==> config.mk <==
export PLATFORM = sky130hd
export DESIGN_NAME = dmr_regmap
export DESIGN_NICKNAME = d
export VERILOG_FILES = /design/src/rtl/dmr_pkg.sv /design/src/rtl/dmr_regmap.sv
export SDC_FILE = /design/constraint.sdc
export NUM_CORES = 1
export LEC_CHECK = 0
export CAP_MARGIN = 20
export CORE_MARGIN = 1
export CORE_UTILIZATION = 45
export CTS_CLUSTER_DIAMETER = 200
export DETAILED_ROUTE_END_ITERATION = 16
export DONT_BUFFER_PORTS = 1
export RECOVER_POWER = 100
export SYNTH_ARGS = -nofsm -noshare
export SYNTH_HDL_FRONTEND = slang
export SYNTH_SLANG_ARGS = --single-unit
==> constraint.sdc <==
create_clock -name clock -period 3.2 [get_ports clock]
set_clock_uncertainty 0.1 [all_clocks]
set_input_delay 0.16 -clock clock [delete_from_list [all_inputs] [get_ports clock]]
set_output_delay 0.16 -clock clock [all_outputs]
set_load 0.01 [all_outputs]
==> src/rtl/dmr_pkg.sv <==
// dmr_pkg: register offsets, field positions, codes and carriers of the drive
// register map. Assumes word addressing as seen by the serial framer.
package dmr_pkg;
    // command group (read and write)
    localparam logic [15:0] CMD_RSVD0_ADDR  = 16'h2400;
    localparam logic [15:0] OPCMD_ADDR      = 16'h2401;
    localparam logic [15:0] FREQ_SET_ADDR   = 16'h2402;
    localparam logic [15:0] CMD_RSVD3_ADDR  = 16'h2403;
    // monitor group (read only)
    localparam logic [15:0] MON_RSVD0_ADDR  = 16'h2420;
    localparam logic [15:0] OPSTATE_ADDR    = 16'h2421;
    localparam logic [15:0] FREQ_ECHO_ADDR  = 16'h2422;
    localparam logic [15:0] OUT_FREQ_ADDR   = 16'h2423;
    localparam logic [15:0] OUT_CUR_ADDR    = 16'h2424;
    localparam logic [15:0] OUT_VOLT_ADDR   = 16'h2425;
    localparam logic [15:0] DC_BUS_ADDR     = 16'h2426;
    localparam logic [15:0] ALARM_ADDR      = 16'h2427;
    localparam logic [15:0] FAULT_ADDR      = 16'h2428;
    localparam logic [15:0] IO_STATE_ADDR   = 16'h2429;
    localparam logic [15:0] AIN_ONE_ADDR    = 16'h242A;
    localparam logic [15:0] AIN_TWO_ADDR    = 16'h242B;
    localparam logic [15:0] MON_RSVDC_ADDR  = 16'h242C;
    localparam logic [15:0] AOUT_ONE_ADDR   = 16'h242D;
    localparam logic [15:0] AOUT_TWO_ADDR   = 16'h242E;
    // operation command word fields
    localparam int          OPC_RUN_BIT     = 0;
    localparam int          OPC_DIR_BIT     = 1;
    localparam int          OPC_EXTF_BIT    = 2;
    localparam int          OPC_FRST_BIT    = 3;
    localparam int          OPC_VT_LSB      = 8;
    localparam int          VT_COUNT        = 7;
    localparam logic [15:0] OPC_WR_MASK     = 16'h7F0F;
    localparam logic [15:0] OPC_RESET       = 16'h0000;
    localparam logic [15:0] FREQ_RESET      = 16'h0000;
    // operation state word fields
    localparam int          ST_RUN_BIT      = 0;
    localparam int          ST_REV_BIT      = 1;
    localparam int          ST_ZHOLD_BIT    = 2;
    localparam int          ST_FAULT_BIT    = 3;
    localparam int          ST_ALARM_BIT    = 4;
    localparam int          ST_AGREE_BIT    = 5;
    localparam int          ST_READY_BIT    = 6;
    localparam int          ST_FSRC_BIT     = 7;
    localparam int          ST_REMOTE_BIT   = 8;
    // io state word fields
    localparam int          IO_DI_LSB       = 0;
    localparam int          IO_RELAY1_BIT   = 12;
    localparam int          IO_RELAY2_BIT   = 13;
    localparam int          IO_PULSE_BIT    = 14;
    // alarm and fault codes
    localparam logic [15:0] ALM_NONE        = 16'h0000;
    localparam logic [15:0] ALM_OPT_EXT     = 16'h0001;
    localparam logic [15:0] ALM_EXT_FIRST   = 16'h0002;
    localparam logic [15:0] ALM_COMM_FAIL   = 16'h0024;
    localparam logic [15:0] ALM_AIN_LOSS    = 16'h0026;
    localparam logic [15:0] ALM_DC_RELAY    = 16'h0030;
    localparam logic [15:0] FLT_NONE        = 16'h0000;
    localparam logic [15:0] FLT_PHASE_LOSS  = 16'h002E;
    // analog scaling: inputs arrive in thousandths of full span
    localparam logic [15:0] SCALE_FULL      = 16'h03E8;
    localparam logic [15:0] AIN_LIVE_ZERO   = 16'h00C8;
    // exception answers
    localparam logic [7:0]  FUNC_EXC_FLAG   = 8'h80;
    localparam logic [7:0]  EXC_BAD_ADDR    = 8'h02;
    localparam logic [7:0]  EXC_READ_ONLY   = 8'h03;

    typedef enum logic [1:0] {
        ACC_OK        = 2'b00,
        ACC_BAD_ADDR  = 2'b01,
        ACC_READ_ONLY = 2'b10
    } dmr_access_e;

    // drive condition levels shown in the operation state word
    typedef struct packed {
        logic running;
        logic reversing;
        logic zero_hold;
        logic speed_agree;
        logic ready;
        logic freq_src;
        logic run_remote;
    } dmr_drive_s;

    // raw electrical quantities, already in their register units
    typedef struct packed {
        logic [15:0] out_freq;
        logic [15:0] out_cur;
        logic [15:0] out_volt;
        logic [15:0] dc_bus;
    } dmr_meas_s;

    // alarm sources
    typedef struct packed {
        logic       option_card_ext_fault;
        logic [7:0] external_fault;
        logic       comm_fail;
        logic       analog_input_loss;
        logic       dc_relay_slow_start_fault;
    } dmr_alarm_s;
endpackage

==> src/rtl/dmr_regmap.sv <==
// dmr_regmap: command and monitor register bank of the drive, one word per
// request. Assumes a serial framer that checks framing and CRC/LRC, then
// hands over one decoded word access and sends back the answer it gets.
// Monitor words show inputs of the taking cycle; the setpoint echo shows the stored setpoint, the fault word and fault bit the latched cause.
// The answer comes a clock later; its words stand until the next request, its valid lasts one cycle.
// Reserved words read zero; command-group ones take writes silently, monitor-group ones refuse them.
`timescale 1ns/1ps

module dmr_regmap
    import dmr_pkg::*;
(
    input  wire logic               clock,
    input  wire logic               arst_n,
    // decoded word access from the serial framer
    input  wire logic               req_valid,
    input  wire logic               req_write,
    input  wire logic [7:0]         req_func,
    input  wire logic [15:0]        req_addr,
    input  wire logic [15:0]        req_wdata,
    output logic                    rsp_valid,
    output logic [7:0]              rsp_func,
    output logic                    rsp_exc,
    output logic [7:0]              rsp_exc_code,
    output logic [15:0]             rsp_rdata,
    // drive state feeding the monitor words
    input  wire dmr_drive_s         drive,
    input  wire dmr_meas_s          meas,
    input  wire dmr_alarm_s         alarm,
    input  wire logic               fault_valid,
    input  wire logic [15:0]        fault_cause,
    input  wire logic               input_phase_loss,
    input  wire logic [6:0]         di_state,
    input  wire logic [1:0]         relay_state,
    input  wire logic               pulse_output,
    input  wire logic               ain_one_current,
    input  wire logic               ain_two_current,
    input  wire logic [15:0]        ain_one_raw,
    input  wire logic [15:0]        ain_two_raw,
    input  wire logic signed [15:0] aout_one_raw,
    input  wire logic signed [15:0] aout_two_raw,
    // commands applied to the drive
    output logic                    run_cmd,
    output logic                    reverse_cmd,
    output logic                    option_card_ext_fault,
    output logic                    fault_reset_pulse,
    output logic [6:0]              virtual_terminal,
    output logic [15:0]             freq_setpoint
);

    // whole bank state
    typedef struct packed {
        // command words
        logic [15:0] opcmd;
        logic [15:0] freq;
        // fault latch
        logic [15:0] fault_code;
        logic        frst_pulse;
        // last answer
        logic        rsp_valid;
        logic [7:0]  rsp_func;
        logic        rsp_exc;
        logic [7:0]  rsp_exc_code;
        logic [15:0] rsp_rdata;
    } dmr_state_s;

    // idle: stopped, no fault
    localparam dmr_state_s STATE_RESET = '{
        opcmd:        OPC_RESET,
        freq:         FREQ_RESET,
        fault_code:   FLT_NONE,
        frst_pulse:   1'b0,
        rsp_valid:    1'b0,
        rsp_func:     8'h00,
        rsp_exc:      1'b0,
        rsp_exc_code: 8'h00,
        rsp_rdata:    16'h0000
    };

    // reset release
    logic        rst_meta_q;
    logic        rst_n_q;

    // state
    dmr_state_s  st_q;
    dmr_state_s  st_d;

    // access kind
    dmr_access_e acc;

    // word views
    logic [15:0] alarm_code;
    logic [15:0] op_state;
    logic [15:0] io_state;
    logic [15:0] ain_one_val;
    logic [15:0] ain_two_val;
    logic [15:0] aout_one_val;
    logic [15:0] aout_two_val;
    logic [15:0] rd_word;

    // command and fault terms
    logic [15:0] opcmd_wr;
    logic        frst_rise;
    logic        fault_event;
    logic [15:0] fault_event_code;

    // reset release through two flops
    // async clear, clocked release
    always_ff @(posedge clock or negedge arst_n) begin
        if (!arst_n) begin
            rst_meta_q <= 1'b0;
            rst_n_q    <= 1'b0;
        end else begin
            rst_meta_q <= 1'b1;
            rst_n_q    <= rst_meta_q;
        end
    end

    // clamp a thousandths-of-span value to full scale
    function automatic logic [15:0] clamp_full(input logic [15:0] v);
        clamp_full = (v > SCALE_FULL) ? SCALE_FULL : v;
    endfunction

    // clamp a signed value to plus or minus full scale
    // (two's complement words)
    function automatic logic [15:0] clamp_signed(input logic signed [15:0] v);
        logic signed [15:0] hi;
        hi = $signed(SCALE_FULL);
        if (v > hi) begin
            clamp_signed = SCALE_FULL;
        end else if (v < -hi) begin
            clamp_signed = 16'(-hi);
        end else begin
            clamp_signed = 16'(v);
        end
    endfunction

    // live-zero span: 200..1000 thousandths of 20mA becomes 0..1000
    // 4mA is 200; 800 left scale by 1.25
    function automatic logic [15:0] live_zero(input logic [15:0] v);
        logic [17:0] above;
        above = 18'(clamp_full(v)) - 18'(AIN_LIVE_ZERO);
        if (clamp_full(v) <= AIN_LIVE_ZERO) begin
            live_zero = 16'h0000;
        end else begin
            live_zero = 16'(above + (above >> 2));
        end
    endfunction

    // analog words in register units
    // first input maps alike in both modes
    always_comb begin
        ain_one_val  = clamp_full(ain_one_raw);
        ain_two_val  = ain_two_current ? live_zero(ain_two_raw)
                                       : clamp_full(ain_two_raw);

        // outputs keep their sign
        aout_one_val = clamp_signed(aout_one_raw);
        aout_two_val = clamp_signed(aout_two_raw);
    end

    // alarm code: option fault first, then external faults, then the rest
    always_comb begin
        alarm_code = ALM_NONE;
        if (alarm.option_card_ext_fault || st_q.opcmd[OPC_EXTF_BIT]) begin
            alarm_code = ALM_OPT_EXT;
        end else if (alarm.external_fault != 8'h00) begin
            // lowest fault number wins
            for (int i = 7; i >= 0; i--) begin
                if (alarm.external_fault[i]) begin
                    alarm_code = ALM_EXT_FIRST + 16'(i);
                end
            end
        end else if (alarm.comm_fail) begin
            alarm_code = ALM_COMM_FAIL;
        end else if (alarm.analog_input_loss) begin
            alarm_code = ALM_AIN_LOSS;
        end else if (alarm.dc_relay_slow_start_fault) begin
            alarm_code = ALM_DC_RELAY;
        end
    end

    // operation state and io words, reserved bits held at zero
    always_comb begin
        op_state                = 16'h0000;
        op_state[ST_RUN_BIT]    = drive.running;
        op_state[ST_REV_BIT]    = drive.reversing;
        op_state[ST_ZHOLD_BIT]  = drive.zero_hold;
        // fault, alarm bits from the codes
        op_state[ST_FAULT_BIT]  = (st_q.fault_code != FLT_NONE);
        op_state[ST_ALARM_BIT]  = (alarm_code != ALM_NONE);
        op_state[ST_AGREE_BIT]  = drive.speed_agree;
        op_state[ST_READY_BIT]  = drive.ready;
        op_state[ST_FSRC_BIT]   = drive.freq_src;
        op_state[ST_REMOTE_BIT] = drive.run_remote;

        // io word
        io_state                = 16'h0000;
        io_state[IO_DI_LSB +: 7]  = di_state;
        io_state[IO_RELAY1_BIT] = relay_state[0];
        io_state[IO_RELAY2_BIT] = relay_state[1];
        io_state[IO_PULSE_BIT]  = pulse_output;
    end

    // address decode and read multiplexer
    always_comb begin
        acc     = ACC_OK;
        rd_word = 16'h0000;
        case (req_addr)
            // command group
            CMD_RSVD0_ADDR,
            CMD_RSVD3_ADDR: rd_word = 16'h0000;
            OPCMD_ADDR:     rd_word = st_q.opcmd;
            FREQ_SET_ADDR:  rd_word = st_q.freq;
            // monitor group
            MON_RSVD0_ADDR,
            MON_RSVDC_ADDR: rd_word = 16'h0000;
            OPSTATE_ADDR:   rd_word = op_state;
            FREQ_ECHO_ADDR: rd_word = st_q.freq;
            OUT_FREQ_ADDR:  rd_word = meas.out_freq;
            OUT_CUR_ADDR:   rd_word = meas.out_cur;
            OUT_VOLT_ADDR:  rd_word = meas.out_volt;
            DC_BUS_ADDR:    rd_word = meas.dc_bus;
            ALARM_ADDR:     rd_word = alarm_code;
            FAULT_ADDR:     rd_word = st_q.fault_code;
            IO_STATE_ADDR:  rd_word = io_state;
            AIN_ONE_ADDR:   rd_word = ain_one_val;
            AIN_TWO_ADDR:   rd_word = ain_two_val;
            AOUT_ONE_ADDR:  rd_word = aout_one_val;
            AOUT_TWO_ADDR:  rd_word = aout_two_val;
            // unmapped
            default:        acc     = ACC_BAD_ADDR;
        endcase

        // monitor words refuse writes and keep their values
        if (req_write && acc == ACC_OK &&
            req_addr >= MON_RSVD0_ADDR && req_addr <= AOUT_TWO_ADDR) begin
            acc = ACC_READ_ONLY;
        end
    end

    // fault events: a new cause wins over a fault reset in the same cycle
    always_comb begin
        opcmd_wr         = req_wdata & OPC_WR_MASK;

        // bit 3 rising only
        frst_rise        = req_valid && req_write && acc == ACC_OK &&
                           req_addr == OPCMD_ADDR &&
                           opcmd_wr[OPC_FRST_BIT] &&
                           !st_q.opcmd[OPC_FRST_BIT];

        // phase loss outranks a cause
        fault_event      = (fault_valid && fault_cause != FLT_NONE) ||
                           input_phase_loss;
        fault_event_code = input_phase_loss ? FLT_PHASE_LOSS
                                            : fault_cause;
    end

    // next state
    always_comb begin
        st_d            = st_q;
        // answer and pulse last one cycle
        st_d.rsp_valid  = 1'b0;
        st_d.frst_pulse = frst_rise;

        // answer this edge's request
        if (req_valid) begin
            st_d.rsp_valid    = 1'b1;
            st_d.rsp_exc      = (acc != ACC_OK);
            st_d.rsp_func     = (acc != ACC_OK) ? (req_func | FUNC_EXC_FLAG)
                                                : req_func;
            st_d.rsp_exc_code = (acc == ACC_BAD_ADDR)  ? EXC_BAD_ADDR :
                                (acc == ACC_READ_ONLY) ? EXC_READ_ONLY :
                                8'h00;
            st_d.rsp_rdata    = req_write ? req_wdata : rd_word;
            // refused: no data
            if (acc != ACC_OK) begin
                st_d.rsp_rdata = 16'h0000;
            end

            // accepted writes
            if (req_write && acc == ACC_OK) begin
                if (req_addr == OPCMD_ADDR) begin
                    st_d.opcmd = opcmd_wr;
                end
                if (req_addr == FREQ_SET_ADDR) begin
                    st_d.freq = req_wdata;
                end
            end
        end

        // reset clears; an event wins
        if (frst_rise) begin
            st_d.fault_code = FLT_NONE;
        end
        if (fault_event && (st_q.fault_code == FLT_NONE || frst_rise)) begin
            st_d.fault_code = fault_event_code;
        end
    end

    // state register
    always_ff @(posedge clock or negedge rst_n_q) begin
        if (!rst_n_q) begin
            st_q <= STATE_RESET;
        end else begin
            st_q <= st_d;
        end
    end

    // outputs straight from the state register
    assign rsp_valid             = st_q.rsp_valid;
    assign rsp_func              = st_q.rsp_func;
    assign rsp_exc               = st_q.rsp_exc;
    assign rsp_exc_code          = st_q.rsp_exc_code;
    assign rsp_rdata             = st_q.rsp_rdata;

    // drive commands
    assign run_cmd               = st_q.opcmd[OPC_RUN_BIT];
    assign reverse_cmd           = st_q.opcmd[OPC_DIR_BIT];
    assign option_card_ext_fault = st_q.opcmd[OPC_EXTF_BIT];
    assign fault_reset_pulse     = st_q.frst_pulse;
    assign virtual_terminal      = st_q.opcmd[OPC_VT_LSB +: VT_COUNT];
    assign freq_setpoint         = st_q.freq;

endmodule // dmr_regmap

==> impl_metrics.json <==
{
  "clockBufferDepth": 2,
  "cp_max_fo": 3,
  "multi_input_area_um2": 3990,
  "ys_warn_count": 0,
  "cp-start-kind": "input port",
  "hold_depth": 2,
  "grt_usage_pct": 37.0,
  "violations": "max-capacitance violations, max-slew violations, negative setup slack",
  "whs_endpoint": "rsp_rdata[15]",
  "final_cells": 980,
  "crit_type": "in -> reg",
  "period_needed_ns": 3.28,
  "viasPerCell": 6.69,
  "ys_top_cells_by_count": "77 x nor2_1, 74 x dfrtp_1, 55 x buf_4, 52 x nand2_1, 40 x o21ai_0",
  "ys_ff_latch": 74,
  "layout_setup_ws_ns": -0.0815,
  "grt.overflow.total": 0,
  "fill_cells": 1274,
  "core_um2": 13400,
  "totalWireLength_um": 26600,
  "p_per_area_nw_per_um2": 351,
  "cp_cell_sequence": "or3_4, a21oi_4, o31a_1, buf_4, buf_4, and2_1, ha_1, inv_1, fa_1, nor2b_2, o31ai_1, a211oi_2, o31ai_2, nor4bb_2, o21ai_1, a21oi_1, a221o_1",
  "crit_buf_inv": 3,
  "dp_hpwl_um": 21600,
  "dieWidth_um": 120,
  "slowest_stage": "or3_4",
  "ant_nets": 0,
  "cp-end-kind": "register",
  "grt_pass1_wl_um": 39400,
  "num_rows": 42,
  "ir_worst_vdd_mv": 0.378,
  "worst_pin_slew_ns": 1.76,
  "slew_headroom_pct": -17.0,
  "critical-path-top-delay-family": "compound AO/OA/AOI/OAI gates",
  "h-tree-depth": 3,
  "start_util_pct": 46.9,
  "rsz0062_at_grt": "true",
  "syn_inst": 735,
  "seq_area_frac_synth_pct": 29.5,
  "fin_crit_sh_pct": 103,
  "die_h_um": 120,
  "antenna_found_initial": 0,
  "synth_edf_count": 0,
  "cts_tree": "done",
  "r2r_start": "option_card_ext_fault",
  "dr_total_vias": 6561,
  "required_ns": 3.33,
  "die_area_um2": 14400,
  "pre_cts_slack_ns": -0.424,
  "synth_top_area_cell": "dfrtp_1",
  "setup_viol": 1,
  "max_freq_mhz": 305,
  "nets": 1039,
  "wl_per_cell_um": 27.1,
  "clock_sinks": 74,
  "area_delta_synth_final_pct": 20.1,
  "io_buffers": 0,
  "timing.rr.end": "rsp_rdata[3]",
  "root_buffer": "clkbuf_16",
  "cp_common_cell": "buf_4",
  "dpl.cell_count": 909,
  "cpPeakStageDelay_ns": 0.40,
  "syn_area_per_cell_um2": 8.54,
  "synth_top_area_share_pct": 29.5,
  "hp-class": "in -> reg",
  "drv_slew": 43,
  "worst_ep_arrival_time_ns": 3.41,
  "leakagePower_nw": 3.19,
  "syn_area_um2": 6280,
  "synth.area.top_cells": "dfrtp_1 29%, buf_4 6.6%, mux2_2 5.9%, nor2_1 4.6%, a22oi_1 4.2%",
  "antennaDiodeCount": 0,
  "hold_ws_ns": 0.0187,
  "post-route-util_pct": 56.3,
  "status": "finished with violations",
  "r2r_setup_slack_ns": 0.74,
  "gp_congestion": 0.955,
  "drc": 0,
  "cts.clk_slew.worst_paths_ns": 0.06,
  "drive_gt1_share_pct": 20.6,
  "seqCellArea_um2": 1850,
  "maxCapViolations": 1,
  "hold_viol": 0,
  "r2r_cells": 7,
  "grt_pass1_vias": 6675,
  "grt_start_max_net_pins": 43,
  "ys.flop_type": "dfrtp_1",
  "ys_types": 75,
  "synth.most_common_cell": "nor2_1",
  "io_pins": 282,
  "insertion_delay_ns": 0.35,
  "dr.pass1.iters": 5,
  "cts_inserted_buffers": 9,
  "async_reset_ff_share_pct": 100,
  "hp-start": "req_write",
  "drt_iter0_drc": 595
}
## what timing repair did
item,CTS,global route
resized for setup,5,16
endpoints found under the setup margin,5,12
pin swaps,5,6
endpoints found under the hold margin,74,0
hold buffers,51,0
buffers inserted,2,1
## final cells by class
type / instances / share of cell area (%)
Clock inverter: 7 / 1.34
Inverter: 16 / 0.796
Tap cell: 176 / 2.92
Clock buffer: 9 / 2.99
Timing Repair Buffer: 132 / 14.5
Sequential cell: 74 / 24.5
Multi-Input combinational cell: 566 / 52.9
## flip-flops by register name, indices dropped and copies added, names as in the netlist
signal and cells:
reverse_cmd 1, rst_meta_q 1, rsp_valid 1, fault_reset_pulse 1, freq_setpoint 16, rsp_exc_code 2
rst_n_q 1, rsp_func 8, virtual_terminal 7, run_cmd 1, rsp_rdata 16, st_q 17
option_card_ext_fault 1, rsp_exc 1
## where the power goes
| group | leakage, nW | internal, mW | switching, mW |
|---|---|---|---|
| Combinational | 2.05 | 0.192 | 0.166 |
| Sequential | 0.979 | 1.03 | 0.128 |
| Clock | 0.158 | 0.691 | 0.436 |
## cells in the final DEF, fill, tap and decap left out, types with 11 or more instances in the layout
master and n:
nor2b_1 12, dlygate4sd3_1 51, a22o_1 15, mux2_2 33, nor4_1 21, buf_4 71, nor2_1 75, nand2_1 52
nand4_1 12, nand3_1 14, inv_1 16, a222oi_1 12, dfrtp_1 74, o2111ai_1 11, a22oi_1 35, o21ai_0 35
a21oi_1 28, ha_1 16, nor3_1 19
## metal layers
metal	GRT usage (%)	vias up	share of wire, %
met4	15.0	0	3.6
met2	63.2	434	49
met3	6.51	70	8.0
met1	45.9	3160	39
li1	-	2897	-
met5	0	-	0
## kinds of logic after synthesis
| group | synth area share, % |
|---|---|
| fa+ha+maj | 3.91 |
| simple gates | 22.2 |
| other cells | 0.120 |
| flops | 29.5 |
| compound gates | 25.6 |
| buf+inv | 9.43 |
| mux | 7.21 |
| xor+xnor | 2.09 |
## how the worst max path moves through the flow
stage | slack (ns) | from | cells past startpoint | to
floorplan | -0.22 | ain_two_raw[0] | 18 | rsp_rdata[15]
global placement | -0.34 | ain_two_raw[0] | 18 | rsp_rdata[12]
detailed placement | -0.42 | ain_two_raw[0] | 16 | rsp_rdata[5]
CTS | -0.03 | ain_two_raw[0] | 18 | rsp_rdata[12]
global route | -0.25 | ain_two_raw[0] | 18 | rsp_rdata[12]
finish | -0.08 | ain_two_raw[0] | 17 | rsp_rdata[12]
## through the flow
stage | TNS [ns] | power, mW | area [um2]
after floorplan | -1.01 | 1.37 | 6370
after global placement | -2.98 | 1.46 | 6660
after detailed placement | -3.93 | 1.46 | 6660
after CTS | -0.0361 | 2.65 | 7520
after global routing | -1.12 | 2.74 | 7540
final | -0.0815 | 2.65 | 7540
## worst reg2reg max path, cell delays in order (launching register included)
cell and delay (ns):
dfrtp_1 0.37, nor4_1 0.08, nand4_1 0.12, nor2_1 0.08, a211oi_1 0.33, o221ai_1 0.22
a2111oi_0 0.86, o21ai_0 0.16
Note: power is estimated with default switching activity, not from simulation.
